===== src/common/spc_pkg.sv =====
// Serial port control package: register map, field positions, dividers, types.
// Assumes a single core clock and an AHB-Lite register path.
//
// Functional notes
// - Top control bit is mode or frame error
// - Bad stop bit sets sticky frame error
// - Two mode bits pick frame format, rate
// - 11-bit filter drops frames with ninth zero
// - 10-bit filter drops frames with bad stop
// - Sync mode: filter bit picks /12 or /4
// - Receive only while receive enable set
// - Ninth sent bit is software value
// - Ninth field captures ninth, or stop bit if filter bit clear
// - Transmit flag timing; software clears only
// - Receive flag timing, filtered; software clears
// - Data read is receive, write is transmit
package spc_pkg;
	// Register indices; byte address is four times the index
	localparam logic [7:0] CTRL_IDX = 8'h98;
	localparam logic [7:0] DATA_IDX = 8'h99;
	localparam logic [7:0] PWR_IDX = 8'h87;
	localparam logic [11:0] ADDR_CTRL = {2'h0, CTRL_IDX, 2'h0};
	localparam logic [11:0] ADDR_DATA = {2'h0, DATA_IDX, 2'h0};
	localparam logic [11:0] ADDR_PWR = {2'h0, PWR_IDX, 2'h0};
	// Control field positions
	localparam int B_MODE_LOW = 7;
	localparam int B_MODE_HIGH = 6;
	localparam int B_MPF = 5;
	localparam int B_REN = 4;
	localparam int B_TB8 = 3;
	localparam int B_RB8 = 2;
	localparam int B_TI = 1;
	localparam int B_RI = 0;
	localparam int B_FE_SEL = 6;
	localparam logic [7:0] CTRL_RST = 8'h00;
	localparam logic [7:0] PWR_RST = 8'h00;
	localparam logic [7:0] DATA_RST = 8'h00;
	// Dividers in core clocks
	localparam logic [3:0] DIV_M0_SLOW = 4'hc;
	localparam logic [3:0] DIV_M0_FAST = 4'h4;
	localparam logic [3:0] DIV_M2_TICK = 4'h4;
	localparam logic [3:0] TICK_LAST = 4'hf;
	localparam logic [3:0] TICK_MID = 4'h7;
	localparam int TXQ_DEPTH = 2;
	localparam int TXQ_WIDTH = 8;
	typedef enum logic [1:0] {
		MODE_SYNC = 2'h0,
		MODE_ASYNC10 = 2'h1,
		MODE_FIXED11 = 2'h2,
		MODE_VAR11 = 2'h3
	} spc_mode_t;
	typedef enum logic [1:0] {TX_IDLE = 2'h0, TX_RUN = 2'h1} spc_tx_state_t;
	typedef enum logic [1:0] {RX_IDLE = 2'h0, RX_START = 2'h1, RX_DATA = 2'h3} spc_rx_state_t;
	// One finished receive frame
	typedef struct packed {
		logic [7:0] data;
		logic ninth;
		logic stopBit;
	} spc_rx_frame_t;
endpackage : spc_pkg


===== src/rtl/spc_serial_port.sv =====
// Serial port: control/data registers over AHB-Lite plus shift engines.
// Assumes baudTick is a 16x oversample pulse on clk for modes 1 and 3.
//
// Design decision made here: the AHB-Lite interface to the registers.
`timescale 1ns/1ps
module spc_serial_port
	import spc_pkg::*;
(
	input wire logic clk,
	input wire logic resetn,
	input wire logic hsel,
	input wire logic [31:0] haddr,
	input wire logic [1:0] htrans,
	input wire logic hwrite,
	input wire logic [2:0] hsize,
	input wire logic [31:0] hwdata,
	input wire logic hready,
	output logic [31:0] hrdata,
	output logic hreadyout,
	output logic hresp,
	input wire logic baudTick,
	input wire logic rxdIn,
	output logic rxdOut,
	output logic rxdOe,
	output logic txdOut
);
	////////////////////////////////////////////////////////////////////////
	// Declarations
	logic modeLow_q, modeHigh_q, mpf_q, ren_q, tb8_q, rb8_q, ti_q, ri_q;
	logic feFlag_q, feSel_q;
	logic [7:0] rxBuf_q, hrdata_q;
	logic dpWr_q;
	logic [11:0] dpAddr_q;
	logic apTake, wrCommit, wrCtrl, wrData, wrPwr;
	spc_mode_t mode;
	logic rxS;
	logic qInReady, qOutValid, qPop;
	logic [7:0] qOutData;
	spc_tx_state_t txState_q;
	logic [10:0] txShift_q;
	logic [3:0] txBits_q, txTick_q, divCnt_q, pre;
	logic m0Rx_q, preWrap, tick, txBitEnd, txTiSet, m0RxDone;
	spc_rx_state_t rxState_q;
	logic [3:0] rxTick_q, rxCnt_q;
	logic [9:0] rxShift_q;
	logic rxDone, rxAccept, rxLoad;
	spc_rx_frame_t rxFrame;

	assign mode = spc_mode_t'({modeLow_q, modeHigh_q});

	////////////////////////////////////////////////////////////////////////
	// AHB-Lite slave: zero-wait except data writes into a full queue
	assign apTake = hsel && htrans[1] && hready;
	assign hreadyout = !(dpWr_q && dpAddr_q == ADDR_DATA && !qInReady);
	assign hresp = 1'b0;
	assign hrdata = {24'h0, hrdata_q};
	assign wrCommit = dpWr_q && hreadyout;
	assign wrCtrl = wrCommit && dpAddr_q == ADDR_CTRL;
	assign wrData = wrCommit && dpAddr_q == ADDR_DATA;
	assign wrPwr = wrCommit && dpAddr_q == ADDR_PWR;

	// Address phase capture
	always_ff @(posedge clk or negedge resetn)
	begin
		if (!resetn)
		begin
			dpWr_q <= 1'b0;
			dpAddr_q <= '0;
		end
		else if (hreadyout)
		begin
			dpWr_q <= apTake && hwrite;
			dpAddr_q <= haddr[11:0];
		end
	end

	// Read data registered at the address phase; unmapped reads zero
	always_ff @(posedge clk or negedge resetn)
	begin
		if (!resetn)
			hrdata_q <= '0;
		else if (apTake && !hwrite)
		begin
			case (haddr[11:0])
				ADDR_CTRL: hrdata_q <= {feSel_q ? feFlag_q : modeLow_q, modeHigh_q, mpf_q,
					ren_q, tb8_q, rb8_q, ti_q, ri_q};
				ADDR_DATA: hrdata_q <= rxBuf_q;
				ADDR_PWR: hrdata_q <= {1'b0, feSel_q, 6'h0};
				default: hrdata_q <= '0;
			endcase
		end
	end

	////////////////////////////////////////////////////////////////////////
	// Control register fields written by software only
	always_ff @(posedge clk or negedge resetn)
	begin
		if (!resetn)
		begin
			modeLow_q <= CTRL_RST[B_MODE_LOW];
			modeHigh_q <= CTRL_RST[B_MODE_HIGH];
			mpf_q <= CTRL_RST[B_MPF];
			ren_q <= CTRL_RST[B_REN];
			tb8_q <= CTRL_RST[B_TB8];
			feSel_q <= PWR_RST[B_FE_SEL];
		end
		else
		begin
			if (wrCtrl)
			begin
				// Top bit lands in mode only when not acting as error flag
				if (!feSel_q)
					modeLow_q <= hwdata[B_MODE_LOW];
				modeHigh_q <= hwdata[B_MODE_HIGH];
				mpf_q <= hwdata[B_MPF];
				ren_q <= hwdata[B_REN];
				tb8_q <= hwdata[B_TB8];
			end
			if (wrPwr)
				feSel_q <= hwdata[B_FE_SEL];
		end
	end

	// Hardware-set flags: a set in the clearing cycle wins
	always_ff @(posedge clk or negedge resetn)
	begin
		if (!resetn)
		begin
			ti_q <= CTRL_RST[B_TI];
			ri_q <= CTRL_RST[B_RI];
			rb8_q <= CTRL_RST[B_RB8];
			feFlag_q <= 1'b0;
		end
		else
		begin
			ti_q <= txTiSet || (wrCtrl ? hwdata[B_TI] : ti_q);
			ri_q <= rxLoad || (wrCtrl ? hwdata[B_RI] : ri_q);
			if (rxDone && rxAccept && mode[1])
				rb8_q <= rxFrame.ninth;
			else if (rxDone && rxAccept && !mpf_q)
				rb8_q <= rxFrame.stopBit;
			else if (wrCtrl)
				rb8_q <= hwdata[B_RB8];
			feFlag_q <= (rxDone && feSel_q && !rxFrame.stopBit) ||
				((wrCtrl && feSel_q) ? hwdata[B_MODE_LOW] : feFlag_q);
		end
	end

	// Receive buffer; data writes never touch it
	always_ff @(posedge clk or negedge resetn)
	begin
		if (!resetn)
			rxBuf_q <= DATA_RST;
		else if (rxLoad)
			// Sync receive: the last bit lands in the same edge, so take it from the pin
			rxBuf_q <= m0RxDone ? {rxS, txShift_q[7:1]} : rxFrame.data;
	end

	////////////////////////////////////////////////////////////////////////
	// Transmit queue; full queue stalls the bus write
	spc_fifo2 #(.W(TXQ_WIDTH), .D(TXQ_DEPTH)) uTxQ (
		.clk(clk),
		.resetn(resetn),
		.inValid(wrData),
		.inReady(qInReady),
		.inData(hwdata[7:0]),
		.outValid(qOutValid),
		.outReady(qPop),
		.outData(qOutData)
	);

	spc_sync3 uRxSync (
		.clk(clk),
		.resetn(resetn),
		.pinIn(rxdIn),
		.level(rxS)
	);

	////////////////////////////////////////////////////////////////////////
	// Rate select: sync mode /12 or /4, fixed 11-bit /64, else baudTick
	assign pre = (mode == MODE_SYNC) ? (mpf_q ? DIV_M0_FAST : DIV_M0_SLOW) : DIV_M2_TICK;
	assign preWrap = (divCnt_q == pre - 4'h1);
	assign tick = (mode == MODE_ASYNC10 || mode == MODE_VAR11) ? baudTick : preWrap;

	// Free-running prescaler
	always_ff @(posedge clk or negedge resetn)
	begin
		if (!resetn)
			divCnt_q <= '0;
		else if (preWrap || divCnt_q >= pre)
			divCnt_q <= '0;
		else
			divCnt_q <= divCnt_q + 4'h1;
	end

	////////////////////////////////////////////////////////////////////////
	// Transmit engine, also runs sync-mode reception
	assign txBitEnd = (txState_q == TX_RUN) &&
		((mode == MODE_SYNC) ? preWrap : (tick && txTick_q == TICK_LAST));
	assign txTiSet = txBitEnd && !m0Rx_q &&
		(txBits_q == ((mode == MODE_SYNC) ? 4'h1 : 4'h2));
	assign m0RxDone = txBitEnd && m0Rx_q && txBits_q == 4'h1;
	assign qPop = (txState_q == TX_IDLE) && qOutValid;

	always_ff @(posedge clk or negedge resetn)
	begin
		if (!resetn)
		begin
			txState_q <= TX_IDLE;
			txShift_q <= '1;
			txBits_q <= '0;
			txTick_q <= '0;
			m0Rx_q <= 1'b0;
		end
		else
		begin
			case (txState_q)
				TX_IDLE:
				begin
					txTick_q <= '0;
					if (qPop)
					begin
						txState_q <= TX_RUN;
						m0Rx_q <= 1'b0;
						// Frame LSB first: start, data, ninth or stop, stop; sync mode loads the data byte only
						case (mode)
							MODE_SYNC:
							begin
								txShift_q <= {3'h7, qOutData};
								txBits_q <= 4'h8;
							end
							MODE_ASYNC10:
							begin
								txShift_q <= {2'h3, qOutData, 1'b0};
								txBits_q <= 4'ha;
							end
							default:
							begin
								txShift_q <= {1'b1, tb8_q, qOutData, 1'b0};
								txBits_q <= 4'hb;
							end
						endcase
					end
					else if (mode == MODE_SYNC && ren_q && !ri_q)
					begin
						// Sync receive shares the shift clock
						txState_q <= TX_RUN;
						m0Rx_q <= 1'b1;
						txShift_q <= '1;
						txBits_q <= 4'h8;
					end
				end
				TX_RUN:
				begin
					if (mode != MODE_SYNC && tick)
						txTick_q <= txTick_q + 4'h1;
					if (txBitEnd)
					begin
						// Sync receive shifts the pin into bit 7; frames shift the whole word
						txShift_q <= m0Rx_q ? {3'h7, rxS, txShift_q[7:1]} : {1'b1, txShift_q[10:1]};
						txBits_q <= txBits_q - 4'h1;
						if (txBits_q == 4'h1)
							txState_q <= TX_IDLE;
					end
					if (m0Rx_q && !ren_q)
						txState_q <= TX_IDLE;
				end
				default: txState_q <= TX_IDLE;
			endcase
		end
	end

	// Pins: sync mode drives clock on txd and data on rxd
	always_comb
	begin
		rxdOe = (txState_q == TX_RUN) && (mode == MODE_SYNC) && !m0Rx_q;
		rxdOut = txShift_q[0];
		if (mode == MODE_SYNC)
			txdOut = !((txState_q == TX_RUN) && (divCnt_q < (pre >> 1)));
		else
			txdOut = (txState_q == TX_RUN) ? txShift_q[0] : 1'b1;
	end

	////////////////////////////////////////////////////////////////////////
	// Asynchronous receive engine, mid-bit sampling
	assign rxDone = (rxState_q == RX_DATA) && tick && rxTick_q == TICK_LAST &&
		rxCnt_q == (mode[1] ? 4'h9 : 4'h8);
	always_comb
	begin
		rxFrame.stopBit = rxS;
		// Eleven-bit frames hold nine samples, ten-bit frames eight
		if (mode[1])
		begin
			rxFrame.data = rxShift_q[8:1];
			rxFrame.ninth = rxShift_q[9];
		end
		else
		begin
			rxFrame.data = rxShift_q[9:2];
			rxFrame.ninth = 1'b0;
		end
	end
	// Filter: 11-bit needs ninth set, 10-bit needs a good stop
	assign rxAccept = !mpf_q || (mode[1] ? rxFrame.ninth : rxFrame.stopBit);
	assign rxLoad = (rxDone && rxAccept) || m0RxDone;

	always_ff @(posedge clk or negedge resetn)
	begin
		if (!resetn)
		begin
			rxState_q <= RX_IDLE;
			rxTick_q <= '0;
			rxCnt_q <= '0;
			rxShift_q <= '0;
		end
		else if (!ren_q || mode == MODE_SYNC)
			rxState_q <= RX_IDLE;
		else
		begin
			if (tick)
				rxTick_q <= rxTick_q + 4'h1;
			case (rxState_q)
				RX_IDLE:
				begin
					rxTick_q <= '0;
					if (!rxS)
						rxState_q <= RX_START;
				end
				RX_START:
				begin
					// Glitch shorter than half a bit is dropped
					if (tick && rxTick_q == TICK_MID)
					begin
						rxState_q <= rxS ? RX_IDLE : RX_DATA;
						rxTick_q <= '0;
						rxCnt_q <= '0;
					end
				end
				RX_DATA:
				begin
					if (tick && rxTick_q == TICK_LAST)
					begin
						rxShift_q <= {rxS, rxShift_q[9:1]};
						rxCnt_q <= rxCnt_q + 4'h1;
						if (rxDone)
							rxState_q <= RX_IDLE;
					end
				end
				default: rxState_q <= RX_IDLE;
			endcase
		end
	end

	////////////////////////////////////////////////////////////////////////
	// Checks
	property p_tiAtStop;
		@(posedge clk) disable iff (!resetn)
		txBitEnd && !m0Rx_q && mode != MODE_SYNC && txBits_q == 4'h2 |=> ti_q && txShift_q[0];
	endproperty
	a_tiAtStop: assert property (p_tiAtStop) else $error("transmit flag late");
	property p_riLoad;
		@(posedge clk) disable iff (!resetn)
		rxDone && rxAccept |=> ri_q && rxBuf_q == $past(rxFrame.data);
	endproperty
	a_riLoad: assert property (p_riLoad) else $error("receive load wrong");
	property p_filt11;
		@(posedge clk) disable iff (!resetn)
		rxDone && mode[1] && mpf_q && !rxFrame.ninth && !wrCtrl |=> ri_q == $past(ri_q);
	endproperty
	a_filt11: assert property (p_filt11) else $error("ninth filter");
	property p_filt10;
		@(posedge clk) disable iff (!resetn)
		rxDone && mode == MODE_ASYNC10 && mpf_q && !rxS |=> $stable(rxBuf_q);
	endproperty
	a_filt10: assert property (p_filt10) else $error("stop filter");
	property p_fe;
		@(posedge clk) disable iff (!resetn)
		rxDone && feSel_q && !rxS |=> feFlag_q;
	endproperty
	a_fe: assert property (p_fe) else $error("frame error lost");
	property p_ren;
		@(posedge clk) disable iff (!resetn)
		!ren_q |=> rxState_q == RX_IDLE ##1 !rxLoad;
	endproperty
	a_ren: assert property (p_ren) else $error("receive while disabled");
	property p_wrKeepsRx;
		@(posedge clk) disable iff (!resetn)
		wrData && !rxLoad |=> $stable(rxBuf_q);
	endproperty
	a_wrKeepsRx: assert property (p_wrKeepsRx) else $error("write hit receive");
	property p_start;
		@(posedge clk) disable iff (!resetn)
		qPop |=> txState_q == TX_RUN && !m0Rx_q;
	endproperty
	a_start: assert property (p_start) else $error("no frame start");
	property p_ninthTx;
		@(posedge clk) disable iff (!resetn)
		qPop && mode[1] |=> txShift_q[9] == $past(tb8_q) && txBits_q == 4'hb;
	endproperty
	a_ninthTx: assert property (p_ninthTx) else $error("ninth bit wrong");
	property p_fast0;
		@(posedge clk) disable iff (!resetn)
		mode == MODE_SYNC && mpf_q && preWrap && !wrCtrl |=> !preWrap [*3] ##1 preWrap;
	endproperty
	a_fast0: assert property (p_fast0) else $error("sync divider");
	c_txFrame: cover property (@(posedge clk) txTiSet && mode != MODE_SYNC);
	c_rxOk: cover property (@(posedge clk) rxDone && rxAccept && mpf_q);
	c_syncRx: cover property (@(posedge clk) m0RxDone);
	c_stall: cover property (@(posedge clk) !hreadyout);
endmodule : spc_serial_port


===== src/rtl/spc_sync3.sv =====
// Three-flop input synchroniser with agreement filter.
// Assumes the input is asynchronous to clk.
`timescale 1ns/1ps
module spc_sync3
	import spc_pkg::*;
(
	input wire logic clk,
	input wire logic resetn,
	input wire logic pinIn,
	output logic level
);
	logic s1_q, s2_q, s3_q, level_q;
	// First stage feeds only the second stage
	always_ff @(posedge clk or negedge resetn)
	begin
		if (!resetn)
		begin
			s1_q <= 1'b1;
			s2_q <= 1'b1;
			s3_q <= 1'b1;
		end
		else
		begin
			s1_q <= pinIn;
			s2_q <= s1_q;
			s3_q <= s2_q;
		end
	end
	// Change counts once stages two and three agree
	always_ff @(posedge clk or negedge resetn)
	begin
		if (!resetn)
			level_q <= 1'b1;
		else if (s2_q == s3_q)
			level_q <= s3_q;
	end
	assign level = level_q;
endmodule : spc_sync3


===== src/rtl/spc_fifo2.sv =====
// Small valid/ready buffer for transmit bytes.
// Assumes both sides on clk; full and empty are exact.
`timescale 1ns/1ps
module spc_fifo2
	import spc_pkg::*;
#(
	parameter int W = TXQ_WIDTH,
	parameter int D = TXQ_DEPTH
)
(
	input wire logic clk,
	input wire logic resetn,
	input wire logic inValid,
	output logic inReady,
	input wire logic [W-1:0] inData,
	output logic outValid,
	input wire logic outReady,
	output logic [W-1:0] outData
);
	localparam int AW = (D > 1) ? $clog2(D) : 1;
	logic [W-1:0] mem_q [D];
	logic [AW-1:0] wp_q, rp_q;
	logic [AW:0] cnt_q;
	logic push, pop;
	assign inReady = (cnt_q != (AW+1)'(D));
	assign outValid = (cnt_q != '0);
	assign push = inValid && inReady;
	assign pop = outValid && outReady;
	assign outData = mem_q[rp_q];
	// Pointers wrap at depth
	always_ff @(posedge clk or negedge resetn)
	begin
		if (!resetn)
		begin
			wp_q <= '0;
			rp_q <= '0;
			cnt_q <= '0;
		end
		else
		begin
			if (push)
				wp_q <= (wp_q == AW'(D-1)) ? '0 : wp_q + 1'b1;
			if (pop)
				rp_q <= (rp_q == AW'(D-1)) ? '0 : rp_q + 1'b1;
			cnt_q <= cnt_q + (AW+1)'(push) - (AW+1)'(pop);
		end
	end
	// Storage in flops
	always_ff @(posedge clk or negedge resetn)
	begin
		if (!resetn)
			for (int i = 0; i < D; i++)
				mem_q[i] <= '0;
		else if (push)
			mem_q[wp_q] <= inData;
	end
endmodule : spc_fifo2


===== config.mk =====
export PLATFORM = sky130hd
export DESIGN_NAME = spc_serial_port
export DESIGN_NICKNAME = d
export VERILOG_FILES = /design/src/common/spc_pkg.sv /design/src/rtl/spc_serial_port.sv /design/src/rtl/spc_sync3.sv /design/src/rtl/spc_fifo2.sv
export SDC_FILE = /design/constraint.sdc
export NUM_CORES = 1
export LEC_CHECK = 0
export ABC_AREA = 0
export BUFFER_PORTS_ARGS = -buffer_cell sky130_fd_sc_hd__buf_2
export CAP_MARGIN = 0
export CORE_ASPECT_RATIO = 1.4
export CORE_MARGIN = 1.5
export CORE_UTILIZATION = 38
export CTS_CLUSTER_DIAMETER = 40
export CTS_CLUSTER_SIZE = 8
export DETAILED_ROUTE_END_ITERATION = 10
export HOLD_SLACK_MARGIN = 0.08
export PLACE_DENSITY = 0.56
export SLEW_MARGIN = 5
export SYNTH_ARGS = -nofsm -noshare
export SYNTH_HDL_FRONTEND = slang
export SYNTH_SLANG_ARGS = --single-unit

===== constraint.sdc =====
create_clock -name clk -period 2.9 [get_ports clk]
set_input_delay 0.435 -clock clk [delete_from_list [all_inputs] [get_ports clk]]
set_output_delay 0.435 -clock clk [all_outputs]
set_load 0.01 [all_outputs]

==> results.yml, run 1 <==
sta:
  setup_ws_ns: 0.218
  worst_pin_slew_ns: 0.843
  final-max-slew-violation-count: 0
  rsz0062_at_grt: "no"
  slew-limit-headroom_pct: 43.8
  timing_hold_violations_final: 0
  period_needed_ns: 2.68
  fin_worst_skew_ns: 0.00748
  setup_violations: 0
  max_freq_ghz: 0.373
  post-route-period-util_pct: 92.5
  tns_ns: 0
routing:
  route.vias.total: 3597
  first_pass_iters: 4
  drc: 0
  wirelength_mm: 11.1
  wl_per_cell_um: 15.6
  drt_iter0_drc: 117
  viasPerCell: 5.05
  antenna_left: 0
power:
  p_leak_nw: 2.82
  ir_drop_mv: 0.277
  power.density_nw_per_um2: 591
clocking:
  cts_root_buffer: "clkbuf_16"
  clkLatencyLatePin_ns: 0.35
  numCtsBuffers: 9
  cts_tree: "done"
  cts-htree-levels: 3
  post-cts-setup-buffers: 0
  clk_pin_slew_worst_paths_ns: 0.08
  cts_buffer_depth: 2
  clock-sinks: 106
floorplan:
  start_util_pct: 38.8
  dieWidth_um: 104
  fp.dieH_um: 144
  fp-row-count: 51
  coreArea_um2: 13800
  ios: 113
  dieArea_um2: 14900
place:
  place_congestion: 0.782
  dp_hpwl_mm: 8.39
  place_ws_ns: 0.150
  port_buffers: 39
yosys:
  ys_seq_area_share_pct: 49.7
  yosysWarningCount: 0
  synth_edf_count: 0
  synth_cell_types: 64
  ys_ff_latch: 106
  synthArstFlopShare_pct: 100
  dominantRegCellSynth: "dfrtp_1"
  avgSynthCellArea_um2: 11.4
  syn_inst: 472
  synth_area_um2: 5380
grt:
  antenna_found_initial: 0
  grt_pass1_wl_mm: 18.6
  grt_overflow_total: 0
  grt_pass1_vias: 3690
  grt_max_degree: 66
  grt_util_all_layers_pct: 16.0
finish:
  fin_nets: 608
  multi_input_area_um2: 2480
  drive_gt1_share_pct: 23.0
  seqCellArea_um2: 2670
  fillers: 1326
  synthToLayoutAreaGrowth_pct: 12.7
  final_util_pct: 43.8
  n_antenna_cell: 0
worst_setup_path:
  cp.arrival_ns: 2.96
  critical_path_required_ns: 3.18
  critPathMaxFanout: 9
  crit_path_top_delay_cell: "or3_1"
  timing.critical_path.buf_inv: 1
  r2r_start: "modeHigh_q$_DFFE_PN0N_"
  critPathTopFamily: "simple AND/OR/NAND/NOR gates"
  crit_type: "flip-flop to flip-flop"
  start_kind: "flip-flop"
  slowest_delay_ns: 0.48
  path_cells: "or3_1, ha_1, nand4bb_1, nor3_2, o21ai_2, nand2_1, buf_4, mux2_2"
  crit_path_end_kind: "flip-flop"
  crit_start: "modeHigh_q$_DFFE_PN0N_"
worst_hold_path:
  hold_path.class: "input pin to asynchronous set/reset pin"
run:
  drv_cap: 0
outcome:
  outcome: "complete, no violations"
==> metrics by stage <==
stage	cells	total power, mW	hold slack (ns)	area (um^2)
finish	712	3.58	0.174	6060
global route	712	3.78	0.165	6060
CTS	712	3.63	0.166	6060
detailed placement	696	2.37	0.348	5750
global placement	696	2.34	0.346	5750
floorplan	496	2.20	0.139	5470
==> power breakdown <==
group	total [mW]	leakage (nW)	switching, mW	internal, mW
Sequential	1.80	1.33	0.132	1.66
Clock	1.25	0.145	0.563	0.682
Combinational	0.539	1.34	0.299	0.240
Total	3.58	2.82	0.994	2.59
==> worst register-to-register path, delay by kind of cell, from the launching register on <==
| kind | cells | cell delay [ns] |
|---|---|---|
| simple gates | 4 | 1.16 |
| flops | 1 | 0.38 |
| fa+ha+maj | 1 | 0.36 |
| mux | 1 | 0.35 |
| buf+inv | 1 | 0.22 |
| compound gates | 1 | 0.16 |
==> registers in the layout, summed over array words and instances (netlist names), 2 cells and up <==
signal / cells
uTxQ.mem_q: 16
dpAddr_q: 12
txShift_q: 10
rxShift_q: 9
hrdata_q: 8
rxBuf_q: 8
divCnt_q: 4
rxCnt_q: 4
rxTick_q: 4
txBits_q: 4
txTick_q: 4
rxState_q: 2
uTxQ.cnt_q: 2
==> logic make-up (layout without fill, tap and decap cells) <==
| family | count (synthesis) | after routing | synth area share (%) |
|---|---|---|---|
| flip-flops | 106 | 106 | 49.7 |
| AND/OR/NAND/NOR | 139 | 139 | 14.1 |
| adder cells (fa/ha/maj) | 11 | 11 | 2.51 |
| buffers and inverters | 55 | 86 | 6.05 |
| XOR/XNOR | 13 | 13 | 2.26 |
| AO/OA/AOI/OAI | 68 | 68 | 8.35 |
| other | 1 | 25 | 0.0697 |
| multiplexers | 79 | 79 | 17.1 |
==> area by class of cell <==
cell class / count / share of cell area (%)
Clock buffer: 10 / 3.78
Clock inverter: 6 / 1.24
Inverter: 17 / 1.05
Multi-Input combinational cell: 335 / 40.9
Sequential cell: 106 / 44.0
Tap cell: 185 / 3.82
Timing Repair Buffer: 53 / 5.20
==> what timing repair did <==
item | CTS | global route
hold buffers | 0 | 0
setup endpoints to repair | 0 | 9
gates resized for setup | 0 | 1
==> cells in the final DEF, fill, tap and decap left out, types with 15 or more instances in the layout <==
cell / n
mux2_1: 32
inv_1: 15
mux2_2: 19
mux2i_1: 23
dfrtp_1: 92
conb_1: 25
nand2_1: 33
buf_2: 38
nor2_1: 31
==> synthesized netlist by cell type, types with 3 or more instances <==
| library cell | instances | share of area [%] |
|---|---|---|
| dfrtp_1 | 92 | 43 |
| nand2_1 | 33 | 2.3 |
| mux2_1 | 32 | 6.7 |
| nor2_1 | 31 | 2.2 |
| buf_4 | 25 | 3.5 |
| mux2i_1 | 23 | 4.3 |
| mux2_2 | 19 | 4.0 |
| inv_1 | 15 | 1.0 |
| dfstp_2 | 14 | 6.8 |
| nand3_1 | 14 | 1.3 |
| nor3_1 | 14 | 1.3 |
| nor2b_1 | 12 | 1.4 |
| o21ai_1 | 12 | 1.1 |
| ha_1 | 10 | 2.3 |
| o22ai_1 | 10 | 1.2 |
| a21oi_1 | 8 | 0.74 |
| a22oi_1 | 8 | 1.1 |
| buf_2 | 8 | 0.74 |
| xor2_1 | 7 | 1.1 |
| o21ai_0 | 6 | 0.56 |
| a31oi_1 | 5 | 0.58 |
| mux4_2 | 5 | 2.1 |
| or3_1 | 5 | 0.58 |
| xnor2_1 | 5 | 0.81 |
| nand2b_1 | 4 | 0.47 |
| nand4_1 | 4 | 0.47 |
| or2_1 | 4 | 0.47 |
| clkbuf_1 | 3 | 0.21 |
| nand3b_1 | 3 | 0.42 |
==> final timing paths <==
| kind | to | slack [ns] | depth (start not counted) |
|---|---|---|---|
| max | txShift_q[7]$_DFFE_PN1P_ | 0.22 | 8 |
| min | dpWr_q$_DFFE_PN0N_ | 0.17 | 1 |
| max in group asynchronous | rxShift_q[1]$_DFFE_PN0P_ | 1.98 | 2 |
| max reg2reg | txShift_q[7]$_DFFE_PN1P_ | 0.22 | 8 |
| min in group clk | uRxSync.s1_q$_DFF_PN1_ | 0.18 | 1 |
| min reg2reg | uRxSync.s2_q$_DFF_PN1_ | 0.36 | 0 |
==> metal layers <==
layer / vias to the layer above / track usage (%) / part of all wire, %
met5: - / 0 / 0
met4: 0 / 7.31 / 2.0
met3: 10 / 2.27 / 2.4
met2: 71 / 28.9 / 53
met1: 1777 / 18.8 / 43
li1: 1739 / - / -
Power figures use the tool's default switching activity.
==> run 2: changes to the inputs <==
--- a/config.mk
+++ b/config.mk
@@ -8,6 +8,8 @@
 export ABC_AREA = 0
 export BUFFER_PORTS_ARGS = -buffer_cell sky130_fd_sc_hd__buf_2
 export CAP_MARGIN = 0
+export CELL_PAD_IN_SITES_DETAIL_PLACEMENT = 1
+export CELL_PAD_IN_SITES_GLOBAL_PLACEMENT = 1
 export CORE_ASPECT_RATIO = 1.4
 export CORE_MARGIN = 1.5
 export CORE_UTILIZATION = 38
@@ -15,8 +17,8 @@
 export CTS_CLUSTER_SIZE = 8
 export DETAILED_ROUTE_END_ITERATION = 10
 export HOLD_SLACK_MARGIN = 0.08
-export PLACE_DENSITY = 0.56
-export SLEW_MARGIN = 5
+export PLACE_DENSITY = 0.69
+export SLEW_MARGIN = 20
 export SYNTH_ARGS = -nofsm -noshare
 export SYNTH_HDL_FRONTEND = slang
 export SYNTH_SLANG_ARGS = --single-unit
==> run 2 against run 1 <==
  * Global-route usage rose by 2.3 points
  * Largest cell class unchanged
  * Setup slack better by 0.038 ns
  * Sequential cell count unchanged
  * First-iteration DRC count up 0.85%
  * Hold slack lost 0.060 ns
  * Register-to-register slack better by 0.04 ns
  * Cell count rose by 0.42%
  * Sequential share of layout area decreased by 0.20 points
==> results.yml, run 2 (synthesis gave the netlist of run 1 again) <==
floorplan:
  dieWidth_um: 104
  dieArea_um2: 14900
  start_util_pct: 38.8
  fp.dieH_um: 144
  fp-row-count: 51
  ios: 113
  coreArea_um2: 13800
routing:
  wl_met2_mm: 6.75
  drc: 0
  route.vias.total: 3726
  wirelength_mm: 12.7
  highest_layer: "met4"
  wl_met3_um: 224
  antenna_left: 0
  drt_iter0_drc: 118
  wl_per_cell_um: 17.8
  first_pass_iters: 4
  wl_met1_mm: 5.30
  viasPerCell: 5.21
worst_setup_path:
  crit_path_top_delay_cell: "or3_1"
  critPathMaxFanout: 7
  cp.arrival_ns: 2.88
  critPathTopFamily: "simple AND/OR/NAND/NOR gates"
  crit_type: "flip-flop to flip-flop"
  slowest_delay_ns: 0.47
  path_cells: "or3_1, ha_1, nand4bb_1, a21o_1, nor3_1, o21ai_1, a32o_1"
  critical_path_required_ns: 3.14
  timing.critical_path.buf_inv: 0
  crit_path_end_kind: "flip-flop"
  start_kind: "flip-flop"
clocking:
  cts_hold_buf: 0
  numCtsBuffers: 9
  clkLatencyLatePin_ns: 0.36
  clock-sinks: 106
  cts_tree: "done"
  cts-htree-levels: 3
  clk_pin_slew_worst_paths_ns: 0.08
  cts_root_buffer: "clkbuf_16"
  cts_buffer_depth: 2
sta:
  slew-limit-headroom_pct: 58.1
  max_freq_ghz: 0.378
  post-route-period-util_pct: 91.2
  period_needed_ns: 2.64
  timing_hold_violations_final: 0
  final-max-slew-violation-count: 0
  tns_ns: 0
  setup_violations: 0
  rsz0062_at_grt: "no"
  worst_pin_slew_ns: 0.624
  fin_worst_skew_ns: 0.0116
place:
  port_buffers: 39
  dp_hpwl_mm: 9.26
  place_inst: 699
  place_congestion: 0.753
run:
  drv_cap: 0
finish:
  mostFrequentLayoutCells: "dfrtp_1, buf_2, nand2_1, mux2_1, nor2_1"
  synthToLayoutAreaGrowth_pct: 13.2
  stdcell_count: 715
  drive_gt1_share_pct: 23.6
  largest_reg_flops: 16
  fin_nets: 611
  final_common_cell: "dfrtp_1"
  n_antenna_cell: 0
  reg_top3: "uTxQ.mem_q: 16 flops, dpAddr_q: 12 flops, txShift_q: 10 flops"
  regMostFlops: "uTxQ.mem_q"
power:
  p_leak_nw: 2.83
  power_mw: 3.66
  power.density_nw_per_um2: 601
  ir_drop_mv: 0.272
grt:
  grt_pass1_vias: 4128
  antenna_found_initial: 0
  grt_max_degree: 107
  grt_util_all_layers_pct: 18.2
  grt_overflow_total: 0
  grt_pass1_wl_mm: 21.4
outcome:
  outcome: "complete, no violations"
worst_hold_path:
  hold_path.class: "input pin to asynchronous set/reset pin"
-- run 2: path summary, 6_finish.rpt --
check	start	endpoint	slack [ns]	cells after the start
setup / recovery	modeHigh_q$_DFFE_PN0N_	rxCnt_q[2]$_DFFE_PN0P_	0.26	7
hold / removal	resetn	dpAddr_q[4]$_DFFE_PN0N_	0.11	2
setup reg to reg	modeHigh_q$_DFFE_PN0N_	rxCnt_q[2]$_DFFE_PN0P_	0.26	7
max in group asynchronous	resetn	divCnt_q[3]$_DFF_PN0_	2.29	2
min in group clk	rxdIn	uRxSync.s1_q$_DFF_PN1_	0.18	1
hold reg to reg	uRxSync.s1_q$_DFF_PN1_	uRxSync.s2_q$_DFF_PN1_	0.36	0
-- run 2: report_power, final --
part           internal [mW]  switching, mW  leakage (nW)
Clock                  0.704          0.581         0.149
Sequential              1.66          0.141          1.33
Combinational          0.246          0.324          1.36
-- run 2: final cells by class --
cell class / count / area [um^2]
clock buffers: 10 / 239
inverters: 17 / 63.8
clock inverters: 6 / 72.6
flip-flops and latches: 106 / 2670
well taps: 185 / 231
multi-input cells: 335 / 2470
repair buffers: 56 / 338
fillers: 1534 / 7760
-- run 2: routing by layer --
layer / up-vias / track usage [%]
li1: 1745 / -
met5: - / 0
met3: 19 / 1.72
met2: 63 / 34.3
met4: 0 / 8.70
met1: 1899 / 20.9
-- run 2: repair_timing --
action | in CTS | in global routing
endpoints found under the hold margin | 0 | 0
gates resized for setup | 0 | 1
setup buffers | 0 | 0
endpoints found under the setup margin | 0 | 1
-- run 2: stage by stage --
step / area [um^2] / hold WS, ns / utilization, % / worst slack (ns)
floorplan: 5470 / 0.139 / - / 0.226
global placement: 5780 / 0.346 / 41.7 / 0.278
detailed placement: 5780 / 0.347 / 41.7 / 0.240
CTS: 6090 / 0.173 / 44.0 / 0.188
global route: 6090 / 0.169 / 44.0 / 0.0457
finish: 6090 / 0.114 / 44.0 / 0.256
